--- src/anr_pkg.sv ---
// Package of register offsets, field positions and reset values for the next page register bank
package anr_pkg;
    // ****************************************
    // Register indices (management register numbers)
    // ****************************************
    localparam logic [4:0] ANR_REG_CONTROL = 5'h00;
    localparam logic [4:0] ANR_REG_STATUS = 5'h01;
    localparam logic [4:0] ANR_REG_ADVERT = 5'h04;
    localparam logic [4:0] ANR_REG_PARTNER = 5'h05;
    localparam logic [4:0] ANR_REG_EXPANSION = 5'h06;
    localparam logic [4:0] ANR_REG_NP_TX = 5'h07;
    localparam logic [4:0] ANR_REG_NP_RX = 5'h08;
    localparam logic [4:0] ANR_REG_EXT_STATUS = 5'h0F;

    // ****************************************
    // Field positions
    // ****************************************
    localparam int ANR_BIT_MORE_PAGES = 15;
    localparam int ANR_BIT_ACK = 14;
    localparam int ANR_BIT_FORMATTED = 13;
    localparam int ANR_BIT_COMPLY = 12;
    localparam int ANR_BIT_TOGGLE = 11;
    localparam int ANR_BIT_AN_COMPLETE = 5;
    localparam int ANR_BIT_AN_ENABLE = 12;
    localparam int ANR_BIT_AN_RESTART = 9;
    localparam int ANR_BIT_NP_ABLE = 2;
    localparam int ANR_BIT_PAGE_RX = 1;

    // Writable bits of the advertisement: 15, 13:12, 8:7, 6, 5
    localparam logic [15:0] ANR_ADVERT_WMASK = 16'hB1E0;
    // Partner base page adds acknowledge at bit 14
    localparam logic [15:0] ANR_PARTNER_MASK = 16'hF1E0;

    // ****************************************
    // Reset values
    // ****************************************
    localparam logic [15:0] ANR_ADVERT_RESET = 16'h0060;
    localparam logic [15:0] ANR_ZERO16 = 16'h0000;
    localparam logic [15:0] ANR_CONTROL_RESET = 16'h1000;
    localparam logic [15:0] ANR_STATUS_CAPS = 16'h0108;
    localparam logic [15:0] ANR_EXT_STATUS_CAPS = 16'hC000;
    localparam logic [10:0] ANR_NULL_MESSAGE = 11'h001;
endpackage

--- src/anr_page_shaper.sv ---
// Shapes an outgoing next page: toggle, acknowledge clear and null message substitution
`timescale 1ns/1ps
module anr_page_shaper (
    input wire logic [15:0] i_np_tx_word,
    input wire logic i_have_page,
    input wire logic i_prev_toggle,
    input wire logic i_code_allowed,
    output logic [15:0] o_page
);
    import anr_pkg::*;

    // Without a loaded page, or with a reserved code on a message page, send a null message page, last
    always_comb begin
        if (i_have_page && (i_code_allowed || !i_np_tx_word[ANR_BIT_FORMATTED])) begin
            o_page = i_np_tx_word;
        end else begin
            o_page = {5'b00101, ANR_NULL_MESSAGE};
        end
        o_page[ANR_BIT_ACK] = 1'b0;
        o_page[ANR_BIT_TOGGLE] = ~i_prev_toggle;
    end
endmodule

--- src/anr_regs.sv ---
// Management register bank and next page exchange sequencing for the negotiation block
`timescale 1ns/1ps
module anr_regs #(
    parameter bit NP_SUPPORTED = 1'b1
) (
    input wire logic i_core_clk,
    input wire logic i_arst_n,
    input wire logic i_clk_en,
    // Management access
    input wire logic [4:0] i_mgmt_addr,
    input wire logic i_mgmt_wr,
    input wire logic i_mgmt_rd,
    input wire logic [15:0] i_mgmt_wdata,
    output logic [15:0] o_mgmt_rdata,
    output logic o_mgmt_rvalid,
    // Link page exchange
    input wire logic i_rx_page_valid,
    input wire logic [15:0] i_rx_page,
    input wire logic i_page_acked,
    input wire logic i_code_allowed,
    input wire logic i_can_comply,
    output logic [15:0] o_tx_page,
    output logic o_tx_page_valid,
    output logic o_np_exchange,
    output logic o_an_complete,
    output logic o_an_enable,
    output logic o_an_restart,
    output logic o_page_loaded_indication
);
    import anr_pkg::*;

    typedef enum logic [1:0] {
        ANR_ST_BASE,
        ANR_ST_NEXT,
        ANR_ST_DONE
    } anr_state_t;

    // ****************************************
    // Storage
    // ****************************************
    anr_state_t state_reg;
    logic [15:0] control_reg;
    logic [15:0] advert_reg;
    logic [15:0] partner_reg;
    logic [15:0] np_tx_reg;
    logic [15:0] np_rx_reg;
    logic page_rx_reg;
    logic complete_reg;
    logic loaded_reg;
    logic last_toggle_reg;
    logic local_done_reg;
    logic partner_done_reg;
    logic [15:0] shaped_page;
    logic [15:0] tx_next;
    logic wr_advert;
    logic wr_control;
    logic wr_np_tx;
    logic rd_expansion;
    logic store_base;
    logic store_next;

    // Decode helper used by both the write and read paths
    function automatic logic hit(input logic [4:0] addr, input logic [4:0] reg_idx);
        hit = (addr == reg_idx);
    endfunction

    assign wr_control = i_mgmt_wr && hit(i_mgmt_addr, ANR_REG_CONTROL);
    assign wr_advert = i_mgmt_wr && hit(i_mgmt_addr, ANR_REG_ADVERT);
    assign wr_np_tx = i_mgmt_wr && NP_SUPPORTED && hit(i_mgmt_addr, ANR_REG_NP_TX);
    assign rd_expansion = i_mgmt_rd && hit(i_mgmt_addr, ANR_REG_EXPANSION);
    assign store_base = i_rx_page_valid && (state_reg == ANR_ST_BASE);
    assign store_next = i_rx_page_valid && (state_reg == ANR_ST_NEXT);

    // ****************************************
    // Control register; restart bit self-clears
    // ****************************************
    always_ff @(posedge i_core_clk or negedge i_arst_n) begin
        if (!i_arst_n) begin
            control_reg <= ANR_CONTROL_RESET;
        end else if (i_clk_en) begin
            if (wr_control) begin
                control_reg <= i_mgmt_wdata;
            end else begin
                control_reg[ANR_BIT_AN_RESTART] <= 1'b0;
            end
        end
    end

    // Advertisement keeps only its writable fields; reserved bits stay zero
    always_ff @(posedge i_core_clk or negedge i_arst_n) begin
        if (!i_arst_n) begin
            advert_reg <= ANR_ADVERT_RESET;
        end else if (i_clk_en && wr_advert) begin
            advert_reg <= i_mgmt_wdata & ANR_ADVERT_WMASK;
        end
    end

    // Partner pages come only from the link; management writes are dropped
    always_ff @(posedge i_core_clk or negedge i_arst_n) begin
        if (!i_arst_n) begin
            partner_reg <= ANR_ZERO16;
            np_rx_reg <= ANR_ZERO16;
        end else if (i_clk_en) begin
            if (store_base) begin
                partner_reg <= i_rx_page & ANR_PARTNER_MASK;
            end
            if (store_next && NP_SUPPORTED) begin
                np_rx_reg <= i_rx_page;
            end
        end
    end

    // Page received: set wins over a same-cycle read clear
    always_ff @(posedge i_core_clk or negedge i_arst_n) begin
        if (!i_arst_n) begin
            page_rx_reg <= 1'b0;
        end else if (i_clk_en) begin
            if (store_base || store_next) begin
                page_rx_reg <= 1'b1;
            end else if (rd_expansion) begin
                page_rx_reg <= 1'b0;
            end
        end
    end

    // Next page transmit word; comply flag is taken from the local ability to act at each write
    always_ff @(posedge i_core_clk or negedge i_arst_n) begin
        if (!i_arst_n) begin
            np_tx_reg <= ANR_ZERO16;
        end else if (i_clk_en) begin
            if (wr_np_tx) begin
                np_tx_reg <= i_mgmt_wdata;
            end
            np_tx_reg[ANR_BIT_COMPLY] <= wr_np_tx ? i_can_comply : np_tx_reg[ANR_BIT_COMPLY];
        end
    end

    // Page loaded: a write sets it, taking the page clears it; write wins
    always_ff @(posedge i_core_clk or negedge i_arst_n) begin
        if (!i_arst_n) begin
            loaded_reg <= 1'b0;
        end else if (i_clk_en) begin
            if (wr_np_tx) begin
                loaded_reg <= 1'b1;
            end else if (state_reg == ANR_ST_NEXT && i_page_acked) begin
                loaded_reg <= 1'b0;
            end
        end
    end

    // ****************************************
    // Page exchange sequencing
    // ****************************************
    anr_page_shaper u_shaper (
        .i_np_tx_word(np_tx_reg),
        .i_have_page(loaded_reg),
        .i_prev_toggle(last_toggle_reg),
        .i_code_allowed(i_code_allowed),
        .o_page(shaped_page)
    );

    // Restart or disable returns to base page; exchange needs both next page bits
    always_ff @(posedge i_core_clk or negedge i_arst_n) begin
        if (!i_arst_n) begin
            state_reg <= ANR_ST_BASE;
            complete_reg <= 1'b0;
            last_toggle_reg <= 1'b0;
            local_done_reg <= 1'b0;
            partner_done_reg <= 1'b0;
        end else if (i_clk_en) begin
            if (control_reg[ANR_BIT_AN_RESTART] || !control_reg[ANR_BIT_AN_ENABLE]) begin
                state_reg <= ANR_ST_BASE;
                complete_reg <= 1'b0;
                local_done_reg <= 1'b0;
                partner_done_reg <= 1'b0;
            end else begin
                unique case (state_reg)
                    ANR_ST_BASE: begin
                        if (i_rx_page_valid) begin
                            last_toggle_reg <= advert_reg[ANR_BIT_TOGGLE];
                            if (NP_SUPPORTED && advert_reg[ANR_BIT_MORE_PAGES]
                                && i_rx_page[ANR_BIT_MORE_PAGES]) begin
                                state_reg <= ANR_ST_NEXT;
                            end else begin
                                state_reg <= ANR_ST_DONE;
                                complete_reg <= 1'b1;
                            end
                        end
                    end
                    ANR_ST_NEXT: begin
                        if (i_page_acked) begin
                            last_toggle_reg <= shaped_page[ANR_BIT_TOGGLE];
                            local_done_reg <= !shaped_page[ANR_BIT_MORE_PAGES];
                        end
                        if (i_rx_page_valid) begin
                            partner_done_reg <= !i_rx_page[ANR_BIT_MORE_PAGES];
                        end
                        if (local_done_reg && partner_done_reg) begin
                            state_reg <= ANR_ST_DONE;
                            complete_reg <= 1'b1;
                        end
                    end
                    ANR_ST_DONE: begin
                        complete_reg <= 1'b1;
                    end
                endcase
            end
        end
    end

    // Transmit word: shaped next page during the next page exchange, base page in the other states
    always_comb begin
        tx_next = advert_reg;
        if (state_reg == ANR_ST_NEXT) begin
            tx_next = shaped_page;
        end
    end

    // Registered link outputs
    always_ff @(posedge i_core_clk or negedge i_arst_n) begin
        if (!i_arst_n) begin
            o_tx_page <= ANR_ZERO16;
            o_tx_page_valid <= 1'b0;
            o_np_exchange <= 1'b0;
            o_an_complete <= 1'b0;
            o_an_enable <= 1'b0;
            o_an_restart <= 1'b0;
            o_page_loaded_indication <= 1'b0;
        end else if (i_clk_en) begin
            o_tx_page <= tx_next;
            o_tx_page_valid <= (state_reg != ANR_ST_DONE) && control_reg[ANR_BIT_AN_ENABLE];
            o_np_exchange <= (state_reg == ANR_ST_NEXT);
            o_an_complete <= complete_reg;
            o_an_enable <= control_reg[ANR_BIT_AN_ENABLE];
            o_an_restart <= control_reg[ANR_BIT_AN_RESTART];
            o_page_loaded_indication <= loaded_reg;
        end
    end

    // ****************************************
    // Read path; one cycle latency, unmapped reads zero
    // ****************************************
    always_ff @(posedge i_core_clk or negedge i_arst_n) begin
        if (!i_arst_n) begin
            o_mgmt_rdata <= ANR_ZERO16;
            o_mgmt_rvalid <= 1'b0;
        end else if (i_clk_en) begin
            o_mgmt_rvalid <= i_mgmt_rd;
            o_mgmt_rdata <= ANR_ZERO16;
            if (i_mgmt_rd) begin
                unique case (i_mgmt_addr)
                    ANR_REG_CONTROL: o_mgmt_rdata <= control_reg;
                    ANR_REG_STATUS: begin
                        o_mgmt_rdata <= ANR_STATUS_CAPS;
                        o_mgmt_rdata[ANR_BIT_AN_COMPLETE] <= complete_reg;
                    end
                    ANR_REG_ADVERT: o_mgmt_rdata <= advert_reg;
                    ANR_REG_PARTNER: o_mgmt_rdata <= partner_reg;
                    ANR_REG_EXPANSION: begin
                        o_mgmt_rdata[ANR_BIT_NP_ABLE] <= NP_SUPPORTED;
                        o_mgmt_rdata[ANR_BIT_PAGE_RX] <= page_rx_reg;
                    end
                    ANR_REG_NP_TX: o_mgmt_rdata <= NP_SUPPORTED ? np_tx_reg : ANR_ZERO16;
                    ANR_REG_NP_RX: o_mgmt_rdata <= NP_SUPPORTED ? np_rx_reg : ANR_ZERO16;
                    ANR_REG_EXT_STATUS: o_mgmt_rdata <= ANR_EXT_STATUS_CAPS;
                    default: o_mgmt_rdata <= ANR_ZERO16;
                endcase
            end
        end
    end
endmodule

--- config.mk ---
export PLATFORM = sky130hd
export DESIGN_NAME = anr_regs
export DESIGN_NICKNAME = d
export VERILOG_FILES = /design/src/anr_pkg.sv /design/src/anr_page_shaper.sv /design/src/anr_regs.sv
export SDC_FILE = /design/constraint.sdc
export NUM_CORES = 1
export LEC_CHECK = 0
export BUFFER_PORTS_ARGS = -buffer_cell sky130_fd_sc_hd__buf_2
export CORE_MARGIN = 1.5
export CORE_UTILIZATION = 60
export DETAILED_ROUTE_END_ITERATION = 16
export PLACE_DENSITY_LB_ADDON = 0.3
export SLEW_MARGIN = 20
export SYNTH_ARGS = -nofsm -noshare
export SYNTH_HDL_FRONTEND = slang
export SYNTH_SLANG_ARGS = --single-unit
export TNS_END_PERCENT = 10
--- constraint.sdc ---
create_clock -name i_core_clk -period 3.6 [get_ports i_core_clk]
set_input_delay 0.36 -clock i_core_clk [delete_from_list [all_inputs] [get_ports i_core_clk]]
set_output_delay 0.36 -clock i_core_clk [all_outputs]
set_load 0.02 [all_outputs]
==> impl_table.tex, run 1 <==
\begin{tabular}{lr}
\hline
Metric & Value \\
\hline
\multicolumn{2}{l}{\textbf{Drt}} \\
First DRT Iteration DRCs & 350 \\
DRT Pass-1 Iters & 5 \\
Routed wire length per instance & about 20 um \\
Routed via count & between 3000 and 4000 \\
DRC violations left & 0 \\
Count of antenna-violating nets left after detailed routing & 0 \\
Drt via density & 6.37 \\
Total wire length & around 12000 um \\
\multicolumn{2}{l}{\textbf{Global route}} \\
Initial antenna violation count & 0 \\
Total GRT Usage & between 20 and 30\% \\
GRT Residual Overflow & 0 \\
Via count of the first global-routing pass & roughly 3700 \\
First-pass GRT wire length & approximately 19000 um \\
Maximum number of pins on one net before global-route repair & 110 \\
\multicolumn{2}{l}{\textbf{Clock network}} \\
TritonCTS clock tree & built \\
Count of H-tree levels built during CTS & 3 \\
Number of buffers inserted by hold repair at cts & 0 \\
Number of buffers created by CTS & 9 \\
Post-cts sizing count & 0 \\
Maximum root-to-sink buffer count & 2 \\
Sink Count & between 100 and 150 \\
Reg clk slew, reported paths & approximately 100 ps \\
Insertion delay to the later sink of the worst-skew pair & around 370 ps \\
Buffer cell driving the clock tree root & sky130\_fd\_sc\_hd\_\_clkbuf\_8 \\
Setup bufs post-CTS & 0 \\
\multicolumn{2}{l}{\textbf{Timing}} \\
Final TNS setup & 0 ps \\
Final critical delay including setup and external delays & approximately 2100 ps \\
Clk\_skew & 12.7 ps \\
Fin crit share & 58.5\% \\
Number of hold violations in the final report & 0 \\
Final Worst Setup Slack & roughly 1500 ps \\
Highest achievable clock rate & about 470 MHz \\
Slew of the pin with the lowest slew margin & 948 ps \\
Final number of max-transition violations & 0 \\
Worst max-slew margin expressed relative to the limit & a little under two fifths \\
RSZ-0062 raised after global routing & no \\
Final setup violation count & 0 \\
\multicolumn{2}{l}{\textbf{Floorplan}} \\
Height of the die & approximately 94 um \\
Chip width & approximately 94 um \\
Initial core utilization & 62.8\% \\
Number of cell rows & 32 \\
I/O pin total & between 80 and 90 \\
Total Die Area & about 9000 sq um \\
Core ar. & approximately 7800 sq um \\
\multicolumn{2}{l}{\textbf{Run}} \\
Max capacitance violation total & 0 \\
\multicolumn{2}{l}{\textbf{Pwr}} \\
Total power density per cell area & 428 nW/um\^{}2 \\
Comb pwr share & between 10\% and 20\% \\
Net Switching & 648 uW \\
Cell internal power dissipation & approximately 1700 uW \\
Switching Share & between 20\% and 30\% \\
Leakage dissipation & approximately 0.0027 uW \\
Seq pwr share & between 50\% and 60\% \\
Peak supply drop & 0.000253 V \\
Fraction of power consumed by the clock network & between 20\% and 30\% \\
\multicolumn{2}{l}{\textbf{Critical path}} \\
FF-to-FF End & partner\_reg[14] \\
Capture point of the critical path & np\_tx\_reg[6] \\
Reg-to-Reg Start & state\_reg[1] \\
Origin of the worst setup path & i\_mgmt\_addr[2] \\
CP Capture Type & register \\
Startpoint kind of the worst setup timing path & primary input \\
Maximum fanout encountered on the critical timing path & 18 \\
Signal arrival time at the worst endpoint & approximately 2400 ps \\
Worst Reg2Reg Path Length in Cells & 3 \\
WS Path Type & primary input to register \\
Reg2reg setup slack & approximately 1700 ps \\
Required time at the worst-slack endpoint & slightly below 4000 ps \\
\multicolumn{2}{l}{\textbf{Yosys}} \\
Count of flip-flops with a built-in enable after synthesis & 0 \\
Synthesized area per cell & 12.2 sq um \\
Share of flip-flops with an asynchronous set or reset & between 90\% and 100\% \\
Count of mapped cells out of synthesis & between 400 and 500 \\
Sequential fraction of the synthesis area & between 50\% and 60\% \\
Cell Area, Synth & roughly 5000 sq um \\
Synthesis-stage register bit count & roughly 110 \\
Most common flop cell mapped by yosys & sky130\_fd\_sc\_hd\_\_dfrtp\_1 \\
Mapped Nets & approximately 450 \\
Syn. warnings & 0 \\
Yosys cell types & 54 \\
\multicolumn{2}{l}{\textbf{Placed design}} \\
Post-detail-place hpwl & roughly 8000 um \\
Pre-CTS setup slack & approximately 1100 ps \\
Port Buffer Count & 83 \\
Final Wtd Congestion & about 0.84 \\
\multicolumn{2}{l}{\textbf{Cells and area}} \\
Area growth from synthesis to layout & 13.3\% \\
Commonest non-fill, non-tap cell in the layout & sky130\_fd\_sc\_hd\_\_dfrtp\_1 \\
Final-stage net count & 524 \\
Final-layout fill cell count & 600 \\
Layout cell share with drive strength beyond 1 & approximately 36\% \\
Final antenna diode count & 0 \\
Highest-count cells in the layout ignoring fill and taps & sky130\_fd\_sc\_hd\_\_dfrtp\_1, sky130\_fd\_sc\_hd\_\_buf\_2, sky130\_fd\_sc\_hd\_\_mux2\_2 \\
\multicolumn{2}{l}{\textbf{Min path}} \\
Worst hold path type & primary input to async pin \\
\multicolumn{2}{l}{\textbf{Status}} \\
Status & completed \\
\hline
\end{tabular}
-- per-stage QoR --
step / instances / hold slack, ps / total power, uW / instance area [sq um] / utilization [%]
5_1_grt: 585 / 89.0 / 2490 / 5580 / 71.1
2_1_floorplan: 403 / 64.4 / 1590 / 4930 / -
3_5_place_dp: 569 / 472 / 1730 / 5410 / 68.9
6_report: 585 / 43.3 / 2390 / 5580 / 71.1
3_3_place_gp: 569 / 468 / 1720 / 5410 / 68.9
4_1_cts: 585 / 86.9 / 2390 / 5580 / 71.1
-- cell families after synthesis --
| logic type | share of synthesized area (%) |
|---|---|
| mux | 16.1 |
| flops | 55.4 |
| compound gates | 14.4 |
| simple gates | 10.7 |
| buf+inv | 3.25 |
| other cells | 0.0761 |
-- layout make-up --
class                   instances  area (sq um)  area share, %
clock inverters                 3          23.8          0.426
clock buffers                  13           149           2.67
flip-flops and latches        109          2730           49.0
multi-input cells             259          2030           36.5
repair buffers                 89           475           8.52
well taps                     102           128           2.29
inverters                      10          37.5          0.673
-- power groups by stage --
stage | clock network [uW] | registers (uW) | logic, uW
final | 675 | 1400 | 307
after global routing | 733 | 1420 | 342
after CTS | 678 | 1400 | 309
after detailed placement | 0 | 1420 | 307
after global placement | 0 | 1420 | 295
after floorplan | 0 | 1420 | 176
-- critical path, cell delays in order --
cell                     delay [ps]
sky130_fd_sc_hd__buf_2          230
sky130_fd_sc_hd__or3b_1         530
sky130_fd_sc_hd__nor3_4         820
sky130_fd_sc_hd__mux2_2         410
-- routing by layer --
| layer | track usage (%) | share of wire [%] |
|---|---|---|
| met5 | 0 | 0 |
| met4 | 14.2 | 3.5 |
| met3 | 4.72 | 6.9 |
| met2 | 44.7 | 50 |
| met1 | 38.9 | 39 |
-- worst min path at each step --
stage	end	slack, ps	from	depth (start not counted)
global placement	last_toggle_reg	470	last_toggle_reg	1
floorplan	advert_reg[12]	60	i_arst_n	0
global route	o_tx_page[9]	90	i_arst_n	2
finish	control_reg[9]	40	i_arst_n	2
detailed placement	last_toggle_reg	470	last_toggle_reg	1
CTS	o_tx_page[9]	90	i_arst_n	2
-- cells in the mapped netlist (all sizes together) (4+ instances only) --
library cell	instances	area [sq um]
nand2	15	56.3
nand2b	5	31.3
o21ai	17	85.1
mux2	67	754
nand3b	4	30.0
clkbuf	11	41.3
nand3	6	30.0
a221oi	5	43.8
inv	10	37.5
a31oi	7	43.8
nor2b	11	68.8
a222oi	5	50.1
buf	14	81.3
nor2	14	55.1
a22o	8	70.1
and3	14	87.6
mux2i	4	40.0
a21oi	15	75.1
o211ai	7	52.6
nor3	7	57.6
dfrtp	106	2650
o2bb2ai	9	78.8
(Power assumes the default switching activity.)
==> run 2: changes to the inputs <==
CORE_UTILIZATION = 50   (was 60)
clock period = 1.7 ns   (was 3.6 ns; I/O delays follow)
==> run 2 against run 1 <==
Die area rose by 19%. Global-route usage fell by 2.1 points. First-iteration DRC count fell by 37%. Power rose by 120%. Sequential share of layout area fell by 3.2 points. Sequential power rose by 110%. Combinational power rose by 140%. Clock-buffer cell count fell by 3. Critical endpoint is now partner_reg[7]. Highest routed layer unchanged.
==> impl_table.tex, run 2 (synthesis results as in run 1) <==
\begin{tabular}{lr}
\hline
Metric & Value \\
\hline
\multicolumn{2}{l}{\textbf{Status}} \\
Status & completed \\
\multicolumn{2}{l}{\textbf{Timing}} \\
Clk\_skew & 16.7 ps (+4.04 ps) \\
Final critical delay including setup and external delays & 1550 ps \\
RSZ-0062 raised after global routing & no \\
Number of hold violations in the final report & 0 (unchanged) \\
Final setup violation count & 0 (unchanged) \\
Highest achievable clock rate & about 650 MHz \\
Final number of max-transition violations & 0 (unchanged) \\
Fin crit share & 91.2\% \\
\multicolumn{2}{l}{\textbf{Critical path}} \\
WS Path Type & register to register \\
Maximum fanout encountered on the critical timing path & 8 (-10) \\
Cell with the biggest individual delay on the critical path & sky130\_fd\_sc\_hd\_\_dfrtp\_1 \\
Cells traversed along the worst timing path & nand3b\_1 > nor2\_1 > buf\_4 > mux2\_2 \\
Startpoint kind of the worst setup timing path & register \\
Origin of the worst setup path & state\_reg[1] \\
Dominant delay contributor by cell family on the critical path & flip-flops \\
Buffers \& Inverters on Critical Path & 1 (unchanged) \\
Slowest stage delay, CP & 450 ps (-370 ps) \\
Reg-to-Reg Start & state\_reg[1] \\
CP Capture Type & register \\
Signal arrival time at the worst endpoint & 1800 ps (-560 ps) \\
Required time at the worst-slack endpoint & 1950 ps (-1900 ps) \\
\multicolumn{2}{l}{\textbf{Floorplan}} \\
Core ar. & 9680 sq um (+23\%) \\
Chip width & 102 um (+9.2\%) \\
I/O pin total & 85 (unchanged) \\
Total Die Area & 10500 sq um (+19\%) \\
Height of the die & 102 um (+9.2\%) \\
Number of cell rows & 36 (+13\%) \\
Initial core utilization & 50.9\% (-12 points) \\
\multicolumn{2}{l}{\textbf{Cells and area}} \\
Area of all placed cells without fillers & 5970 sq um (+7.0\%) \\
Core Util, Final & 61.7\% (-9.4 points) \\
Layout cell share with drive strength beyond 1 & 40.8\% (+5.2 points) \\
Highest-count cells in the layout ignoring fill and taps & sky130\_fd\_sc\_hd\_\_dfrtp\_1, sky130\_fd\_sc\_hd\_\_buf\_2, sky130\_fd\_sc\_hd\_\_mux2\_2 \\
Commonest non-fill, non-tap cell in the layout & sky130\_fd\_sc\_hd\_\_dfrtp\_1 \\
Final antenna diode count & 0 (unchanged) \\
Final-stage net count & 561 (+7.1\%) \\
Area growth from synthesis to layout & 21.2\% \\
\multicolumn{2}{l}{\textbf{Drt}} \\
Routed via count & 3790 (+1.7\%) \\
DRC violations left & 0 (unchanged) \\
First DRT Iteration DRCs & 219 (-37\%) \\
Routed wire length per instance & 19.6 um (-1.9\%) \\
Total wire length & 12800 um (+9.5\%) \\
DRT Pass-1 Iters & 5 (unchanged) \\
Count of antenna-violating nets left after detailed routing & 0 (unchanged) \\
Drt via density & 5.80 (-8.9\%) \\
\multicolumn{2}{l}{\textbf{Clock network}} \\
Reg clk slew, reported paths & 110 ps (about the same) \\
TritonCTS clock tree & built \\
Maximum root-to-sink buffer count & 2 (unchanged) \\
Buffer cell driving the clock tree root & sky130\_fd\_sc\_hd\_\_clkbuf\_8 \\
Sink Count & 109 (unchanged) \\
Insertion delay to the later sink of the worst-skew pair & 360 ps (about the same) \\
Count of H-tree levels built during CTS & 3 (unchanged) \\
Number of buffers created by CTS & 9 (unchanged) \\
\multicolumn{2}{l}{\textbf{Pwr}} \\
Total power density per cell area & 889 nW/um\^{}2 (+110\%) \\
Leakage dissipation & 0.00292 uW (+8.0\%) \\
Peak supply drop & 0.000473 V (+87\%) \\
\multicolumn{2}{l}{\textbf{Global route}} \\
Initial antenna violation count & 0 (unchanged) \\
Total GRT Usage & 26.5\% (-2.1 points) \\
Maximum number of pins on one net before global-route repair & 47 (-57\%) \\
First-pass GRT wire length & 20700 um (+9.8\%) \\
Via count of the first global-routing pass & 3916 (+4.5\%) \\
GRT Residual Overflow & 0 (unchanged) \\
\multicolumn{2}{l}{\textbf{Min path}} \\
Beginning of the worst hold path & i\_rx\_page[1] \\
Worst hold path type & primary input to register \\
\multicolumn{2}{l}{\textbf{Placed design}} \\
Post-detail-place hpwl & 9590 um (+20\%) \\
Final Wtd Congestion & 0.954 (+13\%) \\
Placement-stage cell area & 5750 sq um (+6.4\%) \\
Port Buffer Count & 83 (unchanged) \\
\multicolumn{2}{l}{\textbf{Run}} \\
Max capacitance violation total & 0 (unchanged) \\
\hline
\end{tabular}
## run 2: cell types whose count changed in the layout (fill, tap and decap cells not counted), sizes merged
cell,change
inv,+2
bufinv,+1
buf,+36
dlygate4sd3,+1
clkinvlp,-1
clkinv,+1
clkbuf,-3
## run 2: routing by layer
metal / GRT usage [%] / vias up / wire length [um] / share of wire [%]
li1: - / 1726 / - / -
met1: 37.2 / 1915 / 5730 / 45
met2: 42.7 / 135 / 6200 / 48
met3: 3.90 / 14 / 689 / 5.4
met4: 8.22 / 0 / 198 / 1.5
met5: 0 / - / 0 / 0
## run 2: what timing repair did
| action | 4_1_cts | 5_1_grt |
|---|---|---|
| hold endpoints to repair | 22 | 0 |
| setup endpoints to repair | 0 | 1 |
| hold buffers | 1 | 0 |
| setup buffers | 0 | 0 |
| resized for setup | 0 | 1 |
## run 2: final timing paths
| path | endpoint | slack (ps) | cells past startpoint |
|---|---|---|---|
| worst max register to register | partner_reg[7] | 150 | 4 |
| max in group asynchronous | control_reg[12] | 880 | 3 |
| min in group asynchronous | o_tx_page[0] | 250 | 2 |
| worst min register to register | last_toggle_reg | 490 | 1 |
| worst max-delay path | partner_reg[7] | 150 | 4 |
| worst min-delay path | np_rx_reg[1] | 30 | 2 |
## run 2: cell type report
class	instances	area (sq um)
fillers	842	3710
flip-flops and latches	109	2730
multi-input cells	259	2040
repair buffers	126	793
well taps	133	166
clock buffers	10	138
clock inverters	6	68.8
inverters	10	37.5
## run 2: worst register-to-register path, stage by stage, from the launching register on
cell,delay (ps)
sky130_fd_sc_hd__dfrtp_1,450
sky130_fd_sc_hd__nand3b_1,220
sky130_fd_sc_hd__nor2_1,180
sky130_fd_sc_hd__buf_4,230
sky130_fd_sc_hd__mux2_2,360
## run 2: stage by stage
stage               cells  worst slack [ps]  power (uW)  setup TNS [ps]  hold slack [ps]
finish                653               150        5310               0             28.2
detailed placement    636             -54.8        3740            -557              108
global placement      636             -2.00        3710           -5.91              106
floorplan             403              36.1        3380               0             -126
global route          653              72.5        5550               0             17.2
CTS                   653               100        5350               0             19.5
## run 2: power by group
part	internal [uW]	leakage (uW)	switching, uW
clock	733	0.000103	883
combinational	339	0.00138	387
sequential	2810	0.00144	157
total	3880	0.00292	1430
